<file path="src/logic/slcd_pkg.sv">
// Purpose: shared constants and helpers for the servo link command decoder
// Assumes: link characters are ascii hex digits, most significant first
// Notes:   reply characters and field layouts are shared by both ends
`default_nettype none
package slcd_pkg;
  // command codes and data numbers
  localparam logic [7:0]  CMD_STAT_RD  = 8'h01;
  localparam logic [7:0]  CMD_STAT_CLR = 8'h81;
  localparam logic [7:0]  CMD_GROUP    = 8'h9f;
  localparam logic [7:0]  CMD_AUX_WR   = 8'hcb;
  localparam logic [7:0]  DNO_ZERO     = 8'h00;
  localparam logic [7:0]  DNO_FB_PULSE = 8'h80;
  localparam logic [15:0] CLR_KEY      = 16'h1ea5;
  // frame lengths in characters
  localparam logic [3:0]  HDR_CHARS    = 4'h4;
  localparam logic [3:0]  AUX_CHARS    = 4'h8;
  localparam logic [3:0]  SHORT_CHARS  = 4'h4;
  localparam logic [3:0]  STAT_CHARS   = 4'hc;
  localparam logic [3:0]  ACK_CHARS    = 4'h1;
  // one-character answers to writes
  localparam logic [7:0]  ACK_OK       = 8'h41;
  localparam logic [7:0]  ACK_ERR      = 8'h45;
  // data processing information
  localparam logic [3:0]  TYPE_DEC     = 4'h0;
  localparam logic [3:0]  TYPE_HEX     = 4'h1;
  localparam logic [3:0]  POINT_NONE   = 4'h0;
  // reset values and conversion sizes
  localparam logic [31:0] AUX_RESET    = 32'h0;
  localparam logic [15:0] GROUP_RESET  = 16'h0;
  localparam logic [31:0] FB_RESET     = 32'h0;
  localparam int          BCD_DIGITS   = 10;
  localparam logic [5:0]  BIN_LAST     = 6'h1f;

  // ascii hex digit to {valid, nibble}
  function automatic logic [4:0] char_to_nib(input logic [7:0] c);
    if (c >= 8'h30 && c <= 8'h39) return {1'b1, c[3:0]};
    else if (c >= 8'h41 && c <= 8'h46) return {1'b1, 4'(c[3:0] + 4'h9)};
    else return 5'h00;
  endfunction : char_to_nib

  // nibble to upper-case ascii hex digit
  function automatic logic [7:0] nib_to_char(input logic [3:0] n);
    if (n <= 4'h9) return {4'h3, n};
    else return {4'h4, 4'(n - 4'h9)};
  endfunction : nib_to_char

  // number of data characters that follow the data number
  function automatic logic [3:0] data_chars(input logic [7:0] cmd);
    case (cmd)
      CMD_AUX_WR:              return AUX_CHARS;
      CMD_GROUP, CMD_STAT_CLR: return SHORT_CHARS;
      default:                 return 4'h0;
    endcase
  endfunction : data_chars
endpackage : slcd_pkg
`default_nettype wire

</file>
<file path="src/logic/slcd_link_if.sv">
// Purpose: character link between master station and servo slave
// Assumes: both ends on one clock, valid/ready per character
// Notes:   m2s carries commands, s2m carries replies
`timescale 1ns/1ps
`default_nettype none
interface slcd_link_if;
  logic [7:0] m2s_char;
  logic       m2s_valid;
  logic       m2s_ready;
  logic [7:0] s2m_char;
  logic       s2m_valid;
  logic       s2m_ready;

  // slave end
  modport dev  (input  m2s_char, m2s_valid, s2m_ready,
                output m2s_ready, s2m_char, s2m_valid);
  // master end
  modport host (output m2s_char, m2s_valid, s2m_ready,
                input  m2s_ready, s2m_char, s2m_valid);
endinterface : slcd_link_if
`default_nettype wire

</file>
<file path="src/logic/slcd_dev.sv">
// Purpose: slave-side command interpreter of the servo link
// Assumes: master waits for each reply before the next command
// Notes:   one frame at a time, no buffering beyond the frame
// Functional notes
// CB with 01..0F writes aux table 1..15
// 9F 00 with four chars sets group
// every command frame gets a fitting reply
// master converts type 0 hex to decimal
// master uses type 1 value as hex
// point n sits n digits up, 0 none
// decimal write without point is refused
// master sends point zero for hex writes
// master sends integer as hex with point
// master reads status with 01 and item
// status reply carries value, type and point
// 81 00 1EA5 clears fed-back pulse count
// master clears directly after the status read
// fields are hex chars, msb first
`timescale 1ns/1ps
`default_nettype none
module slcd_dev (
  // clock and reset
  input  wire logic        clk,
  input  wire logic        sys_rst,
  // serial link, slave end
  slcd_link_if.dev         link,
  // auxiliary-function table
  output logic             aux_wr,
  output logic [3:0]       aux_wr_idx,
  input  wire logic [3:0]  aux_rd_idx,
  output logic [31:0]      aux_rd_word,
  // group setting
  output logic [15:0]      group_word,
  // status display items
  input  wire logic        fb_pulse,
  output logic [7:0]       stat_sel,
  input  wire logic [31:0] stat_value,
  input  wire logic [3:0]  stat_point,
  input  wire logic [3:0]  stat_type,
  // refused frame
  output logic             cmd_err
);
  import slcd_pkg::*;

  typedef enum logic [2:0] {
    ST_RX   = 3'b001,
    ST_EXEC = 3'b010,
    ST_TX   = 3'b100
  } slcd_dev_st_type;

  slcd_dev_st_type state_q, state_d;
  logic [47:0] rx_q, rx_d;
  logic [3:0]  cnt_q, cnt_d;
  logic        bad_q, bad_d;
  logic [7:0]  cmd_q, cmd_d;
  logic [95:0] tx_q, tx_d;
  logic [3:0]  left_q, left_d;
  logic [7:0]  sel_q, sel_d;
  logic        armed_q, armed_d;
  logic [15:0] group_q, group_d;
  logic [31:0] aux_q [1:15];
  logic [31:0] aux_d [1:15];
  logic [31:0] rd_q, rd_d;
  logic        wr_q, wr_d;
  logic [3:0]  widx_q, widx_d;
  logic        err_q, err_d;
  logic [31:0] fb_q, fb_d;
  logic [4:0]  nib;
  logic [3:0]  dc;
  logic [7:0]  dno;
  logic [3:0]  typ;
  logic [3:0]  pnt;
  logic [31:0] sval;
  logic [3:0]  spnt;
  logic [3:0]  styp;
  logic        ok;

  // frame fields; data number sits just above the data characters
  assign nib  = char_to_nib(link.m2s_char);
  assign dc   = data_chars(cmd_q);
  assign dno  = rx_q[{dc, 2'b00} +: 8];
  assign typ  = rx_q[31:28];
  assign pnt  = rx_q[27:24];
  // cumulative pulse item is held here, all others come from outside
  assign sval = (sel_q == DNO_FB_PULSE) ? fb_q : stat_value;
  assign spnt = (sel_q == DNO_FB_PULSE) ? POINT_NONE : stat_point;
  assign styp = (sel_q == DNO_FB_PULSE) ? TYPE_DEC : stat_type;

  // link handshakes follow the state
  assign link.m2s_ready = (state_q == ST_RX);
  assign link.s2m_valid = (state_q == ST_TX);
  assign link.s2m_char  = tx_q[95:88];

  // user side outputs, all from flops
  assign aux_wr      = wr_q;
  assign aux_wr_idx  = widx_q;
  assign aux_rd_word = rd_q;
  assign group_word  = group_q;
  assign stat_sel    = sel_q;
  assign cmd_err     = err_q;

  // next-state logic for frame intake, execution and reply
  always_comb begin
    state_d = state_q;
    rx_d    = rx_q;
    cnt_d   = cnt_q;
    bad_d   = bad_q;
    cmd_d   = cmd_q;
    tx_d    = tx_q;
    left_d  = left_q;
    sel_d   = sel_q;
    armed_d = armed_q;
    group_d = group_q;
    aux_d   = aux_q;
    wr_d    = 1'b0;
    widx_d  = widx_q;
    err_d   = 1'b0;
    ok      = 1'b0;
    // pulse counting; a pulse in the clear cycle survives
    fb_d    = fb_q + 32'(fb_pulse);
    rd_d    = (aux_rd_idx == 4'h0) ? AUX_RESET : aux_q[aux_rd_idx];
    case (state_q)
      ST_RX: begin
        if (link.m2s_valid) begin
          rx_d  = {rx_q[43:0], nib[3:0]};
          cnt_d = cnt_q + 4'h1;
          bad_d = bad_q | ~nib[4];
          if (cnt_q == 4'h1) begin
            cmd_d = {rx_q[3:0], nib[3:0]};
          end
          // frame length is known once the command is in
          if (cnt_d == HDR_CHARS + data_chars(cmd_d)) begin
            state_d = ST_EXEC;
            if (cmd_d == CMD_STAT_RD) begin
              sel_d = rx_d[7:0];
            end
          end
        end
      end
      ST_EXEC: begin
        tx_d    = {ACK_ERR, 88'h0};
        left_d  = ACK_CHARS;
        // only a clear that directly follows a read may act
        armed_d = 1'b0;
        if (!bad_q) begin
          case (cmd_q)
            CMD_AUX_WR: begin
              // decimal data must carry a point position
              if (dno[7:4] == 4'h0 && dno[3:0] != 4'h0 &&
                  typ <= TYPE_HEX &&
                  !(typ == TYPE_DEC && pnt == POINT_NONE)) begin
                aux_d[dno[3:0]] = rx_q[31:0];
                wr_d   = 1'b1;
                widx_d = dno[3:0];
                ok     = 1'b1;
              end
            end
            CMD_GROUP: begin
              if (dno == DNO_ZERO) begin
                group_d = rx_q[15:0];
                ok      = 1'b1;
              end
            end
            CMD_STAT_CLR: begin
              if (dno == DNO_ZERO && rx_q[15:0] == CLR_KEY &&
                  armed_q && sel_q == DNO_FB_PULSE) begin
                fb_d = 32'(fb_pulse);
                ok   = 1'b1;
              end
            end
            CMD_STAT_RD: begin
              // twelve chars: 0, 0, point, type, eight value digits
              tx_d[95:88] = nib_to_char(4'h0);
              tx_d[87:80] = nib_to_char(4'h0);
              tx_d[79:72] = nib_to_char(spnt);
              tx_d[71:64] = nib_to_char(styp);
              for (int i = 0; i < 8; i++) begin
                tx_d[8*i +: 8] = nib_to_char(sval[4*i +: 4]);
              end
              left_d  = STAT_CHARS;
              armed_d = 1'b1;
            end
            default: ok = 1'b0;
          endcase
        end
        // writes answer with one character
        if (ok) begin
          tx_d = {ACK_OK, 88'h0};
        end
        err_d   = ~ok & (bad_q | cmd_q != CMD_STAT_RD);
        state_d = ST_TX;
      end
      ST_TX: begin
        if (link.s2m_ready) begin
          tx_d   = {tx_q[87:0], 8'h00};
          left_d = left_q - 4'h1;
          if (left_q == 4'h1) begin
            state_d = ST_RX;
            cnt_d   = 4'h0;
            bad_d   = 1'b0;
          end
        end
      end
      default: state_d = ST_RX;
    endcase
  end

  // registers only
  always_ff @(posedge clk) begin
    if (sys_rst) begin
      state_q <= ST_RX;
      rx_q    <= 48'h0;
      cnt_q   <= 4'h0;
      bad_q   <= 1'b0;
      cmd_q   <= 8'h00;
      tx_q    <= 96'h0;
      left_q  <= 4'h0;
      sel_q   <= 8'h00;
      armed_q <= 1'b0;
      group_q <= GROUP_RESET;
      rd_q    <= AUX_RESET;
      wr_q    <= 1'b0;
      widx_q  <= 4'h0;
      err_q   <= 1'b0;
      fb_q    <= FB_RESET;
      for (int i = 1; i <= 15; i++) begin
        aux_q[i] <= AUX_RESET;
      end
    end else begin
      state_q <= state_d;
      rx_q    <= rx_d;
      cnt_q   <= cnt_d;
      bad_q   <= bad_d;
      cmd_q   <= cmd_d;
      tx_q    <= tx_d;
      left_q  <= left_d;
      sel_q   <= sel_d;
      armed_q <= armed_d;
      group_q <= group_d;
      rd_q    <= rd_d;
      wr_q    <= wr_d;
      widx_q  <= widx_d;
      err_q   <= err_d;
      fb_q    <= fb_d;
      aux_q   <= aux_d;
    end
  end
endmodule : slcd_dev
`default_nettype wire

</file>
<file path="src/flat_wrapper.sv">
// flat-port wrapper written by rule: the top's interface ports become plain ports
module slcd_dev_flat import slcd_pkg::*;
  (clk, sys_rst, aux_wr, aux_wr_idx, aux_rd_idx, aux_rd_word, group_word, fb_pulse, stat_sel, stat_value, stat_point, stat_type, cmd_err, link_m2s_char, link_m2s_valid, link_s2m_ready, link_m2s_ready, link_s2m_char, link_s2m_valid);
  slcd_link_if link_i ();
  input  wire logic clk;
  input  wire logic sys_rst;
  output logic aux_wr;
  output logic [3:0] aux_wr_idx;
  input  wire logic [3:0] aux_rd_idx;
  output logic [31:0] aux_rd_word;
  output logic [15:0] group_word;
  input  wire logic fb_pulse;
  output logic [7:0] stat_sel;
  input  wire logic [31:0] stat_value;
  input  wire logic [3:0] stat_point;
  input  wire logic [3:0] stat_type;
  output logic cmd_err;
  input wire logic [$bits(link_i.m2s_char)-1:0] link_m2s_char;
  input wire logic [$bits(link_i.m2s_valid)-1:0] link_m2s_valid;
  input wire logic [$bits(link_i.s2m_ready)-1:0] link_s2m_ready;
  output wire logic [$bits(link_i.m2s_ready)-1:0] link_m2s_ready;
  output wire logic [$bits(link_i.s2m_char)-1:0] link_s2m_char;
  output wire logic [$bits(link_i.s2m_valid)-1:0] link_s2m_valid;
  assign link_i.m2s_char = link_m2s_char;
  assign link_i.m2s_valid = link_m2s_valid;
  assign link_i.s2m_ready = link_s2m_ready;
  assign link_m2s_ready = link_i.m2s_ready;
  assign link_s2m_char = link_i.s2m_char;
  assign link_s2m_valid = link_i.s2m_valid;
  slcd_dev u_core (.clk(clk), .sys_rst(sys_rst), .link(link_i), .aux_wr(aux_wr), .aux_wr_idx(aux_wr_idx), .aux_rd_idx(aux_rd_idx), .aux_rd_word(aux_rd_word), .group_word(group_word), .fb_pulse(fb_pulse), .stat_sel(stat_sel), .stat_value(stat_value), .stat_point(stat_point), .stat_type(stat_type), .cmd_err(cmd_err));
endmodule
</file>
<file path="config.mk">
export PLATFORM = sky130hd
export DESIGN_NAME = slcd_dev_flat
export DESIGN_NICKNAME = d
export VERILOG_FILES = /design/src/logic/slcd_pkg.sv /design/src/logic/slcd_link_if.sv /design/src/logic/slcd_dev.sv /design/src/flat_wrapper.sv
export SDC_FILE = /design/constraint.sdc
export NUM_CORES = 2
export LEC_CHECK = 0
export BUFFER_PORTS_ARGS = -buffer_cell sky130_fd_sc_hd__buf_2
export CAP_MARGIN = 25
export CORE_ASPECT_RATIO = 1.2
export CORE_MARGIN = 3
export CORE_UTILIZATION = 45
export DETAILED_ROUTE_END_ITERATION = 16
export HOLD_SLACK_MARGIN = 0.05
export SLEW_MARGIN = 20
export SYNTH_ARGS = -nofsm -noshare
export SYNTH_HDL_FRONTEND = slang
export SYNTH_SLANG_ARGS = --single-unit
</file>
<file path="constraint.sdc">
create_clock -name clk -period 5.3 [get_ports clk]
set_clock_uncertainty 0.05 [all_clocks]
set_input_delay 0.265 -clock clk [delete_from_list [all_inputs] [get_ports clk]]
set_output_delay 0.265 -clock clk [all_outputs]
set_load 0.005 [all_outputs]
</file>
==> results.cfg <==
[setup_path]
critPathArrivalTime_ps = 4220
cp_slowest_cell = nand2b_1
r2r-end = u_core.aux_q[142]
path_class = reg2reg
rrSetupSlack_ps = 1550
r2r_cells = 9
crit_path_end = u_core.aux_q[142]
cp_common_cell = nand2_1
crit_start = u_core.cmd_q[2]
r2r-start = u_core.cmd_q[2]
cp.required_ps = 5770
cp-start-kind = flop
cp_cell_sequence = nor4b_1 -> and2_1 -> nand2_1 -> o21ai_1 -> nand2b_1 -> nor3_4 -> buf_4 -> nand2_1 -> a21oi_1
crit_path_max_incr_delay_ps = 580
crit_fanout = 28
crit_path_end_kind = flop

[power_and_ir_drop]
peakVddDrop_uv = 307.3
power_w = 0.01121
p_leak_nw = 12.02
powerDensity_nw_per_um2 = 324.0

[logic_synthesis]
synth_top_area_frac = 0.4608
ys_seq_area_frac = 0.4608
yosys-top-cells-count = 1037 x nand2_1, 707 x dfxtp_1, 514 x a21oi_1
ys_seq_elements = 707
ys.flop_type = dfxtp_1
synth_top_cell_by_area = dfxtp_1
syn_area_um2 = 30710
yosysUniqueCellTypes = 73
yosysWarnings = 0
syn_nets = 3637
syn_area_per_cell_um2 = 8.649
yosysMostFrequentCell = nand2_1
synth_area_leaders = dfxtp_1 46%, nand2_1 13%, mux4_2 9.4%
synth-edff-count = 0
async_flop_share = 0
syn_inst = 3551

[global_route]
grt.overflow.total = 0
grt_antenna_before_repair = 1
grt_pass1_vias = 23870
grt_max_degree = 213
grtUsageTotal = 0.2497
grt_first_pass_wirelength_um = 140800

[place]
io_buffers = 127
place.gp.congestion = 0.8375
hpwl_um = 53690

[clocking]
cts-root-buf = clkbuf_16
hold_buffers = 9
ctsResizeCount = 0
cts_buffer_depth = 3
cts.sinks = 707
clkSlewWorstSetupHoldPaths_ps = 60
cts_max_level = 3
clock_latency_ps = 620
postCtsSetupRepairBufs = 0
cts_tree = built
numCtsBuffers = 75

[timing]
fmax_mhz = 266.6
drv_slew = 0
fin_setup_tns_ps = 0
tightestPinTransition_ps = 1111
rsz0062_at_grt = no
setup_viol = 0
hold_viol_final = 0
post-route-min-period_ps = 3751
slew_headroom = 0.2596
post-route-period-util = 0.7077

[floorplanning]
die_area_um2 = 71430
io_pins = 129
initial_utilization = 0.4565
die_y_um = 292.2
coreArea_um2 = 67270
fp-row-count = 104
die_x_um = 244.5

[run_status]
outcome = finished, final reports clean

[final_layout]
syn2layout_area_growth_pct = 12.61
fin_nets = 3590
drive_gt1_frac = 0.1484

[drt]
drt-initial-drc-count = 2247
drc = 0
drtAntennaViolNets = 0
vias = 25090
route.detailed.wl_per_inst_um = 20.42
dr.pass1.iters = 5
drt_wl_total_um = 91050
viasPerCell = 5.625

[hold_path]
hold_class = in2reg

[flow_run]
cap_violations = 0
==> worst max-delay path, delay by kind of cell, from the launching register on <==
kind / cells / cell delay (ps)
buffers and inverters: 1 / 550
flip-flops: 1 / 380
AO/OA/AOI/OAI: 2 / 430
AND/OR/NAND/NOR: 6 / 2230
==> final cells by class <==
class	count	area, µm²
antenna	1	2.502
clock buffer	107	2200
clock inverter	24	314.1
fill	6224	32690
inverter	24	90.09
multi-input combinational	2491	15230
sequential	707	14150
tap	901	1127
timing repair buffer	205	1469
==> metrics by stage <==
step,util,std cells,setup slack [ps],area [µm²],hold slack [ps]
2_1_floorplan,-,3551,2220,30710,361.8
3_3_place_gp,0.4721,4310,1581,31760,384.4
3_5_place_dp,0.4746,4316,1639,31930,390.8
4_1_cts,0.5133,4456,1605,34530,54.79
5_1_grt,0.5140,4459,1258,34580,94.45
6_report,0.5141,4460,1549,34580,89.29
==> worst min path at each step <==
stage	from	end	slack, ps	depth (start not counted)
after global placement	u_core.aux_q[69]	u_core.aux_q[69]	380	2
after floorplan	fb_pulse	u_core.fb_q[0]	360	2
final	sys_rst	u_core.stat_sel[2]	90	2
after CTS	sys_rst	u_core.stat_sel[5]	50	2
after detailed placement	u_core.aux_q[450]	u_core.aux_q[450]	390	2
after global routing	sys_rst	u_core.stat_sel[5]	90	2
==> layout by cell type (no fill, tap or decap), types with 6 or more instances in the layout <==
cell / n
a32oi_1: 9
inv_1: 23
nor3_1: 44
dlygate4sd3_1: 9
or4_1: 7
and2_1: 36
o21ai_0: 25
clkbuf_1: 14
dfxtp_1: 707
a211oi_1: 28
a21oi_1: 513
mux2i_1: 63
ha_1: 29
buf_2: 124
nor2_4: 8
xnor2_1: 19
buf_16: 7
a22o_1: 32
clkbuf_16: 77
clkbuf_8: 17
nor4_1: 7
nand2b_1: 16
xor2_1: 23
and3_1: 10
nand4_1: 6
nor2b_1: 10
a221oi_1: 24
mux2_2: 41
clkinv_2: 12
nor4b_1: 6
o211ai_1: 12
nand3_1: 30
bufinv_16: 7
a2111oi_0: 7
mux4_2: 128
nor3b_1: 53
nor3_4: 9
nand2_1: 1035
buf_4: 56
nor2_1: 182
==> routing by layer <==
metal  track usage  vias to the layer above  share of wire
li1              -                    11980              -
met1        0.3336                    12220           0.43
met2        0.4169                      741           0.48
met3       0.02985                      146          0.054
met4       0.09307                        0          0.031
met5             0                        -              0
==> flip-flops by register name (all words and copies together), names as in the netlist <==
name / count
u_core.group_word: 16
u_core.stat_sel: 8
u_core.fb_q: 32
u_core.aux_rd_word: 32
u_core.tx_q: 72
u_core.left_q: 4
u_core.aux_q: 480
u_core.cmd_err: 1
u_core.armed_q: 1
u_core.aux_wr: 1
u_core.state_q: 3
u_core.aux_wr_idx: 4
u_core.cnt_q: 4
u_core.cmd_q: 8
u_core.rx_q: 40
u_core.bad_q: 1
==> where the power goes <==
part	switching, W	internal [W]
combinational	0.000314	0.000139
sequential	0.0000202	0.00532
clock	0.00218	0.00323
==> cells by family (layout without fill, tap and decap cells) <==
group,count (synthesis),count (layout),synth area share
xor gates and xnor gates,42,42,0.01198
DFF,707,707,0.4608
adders and majority gates,29,29,0.01181
AOI/OAI and AO/OA,687,687,0.1280
and+or+nand+nor,1499,1499,0.2094
buffers and inverters,353,360,0.04799
other,1,2,0.0001221
muxes,233,233,0.1299
Note: power is estimated with default switching activity, not from simulation.
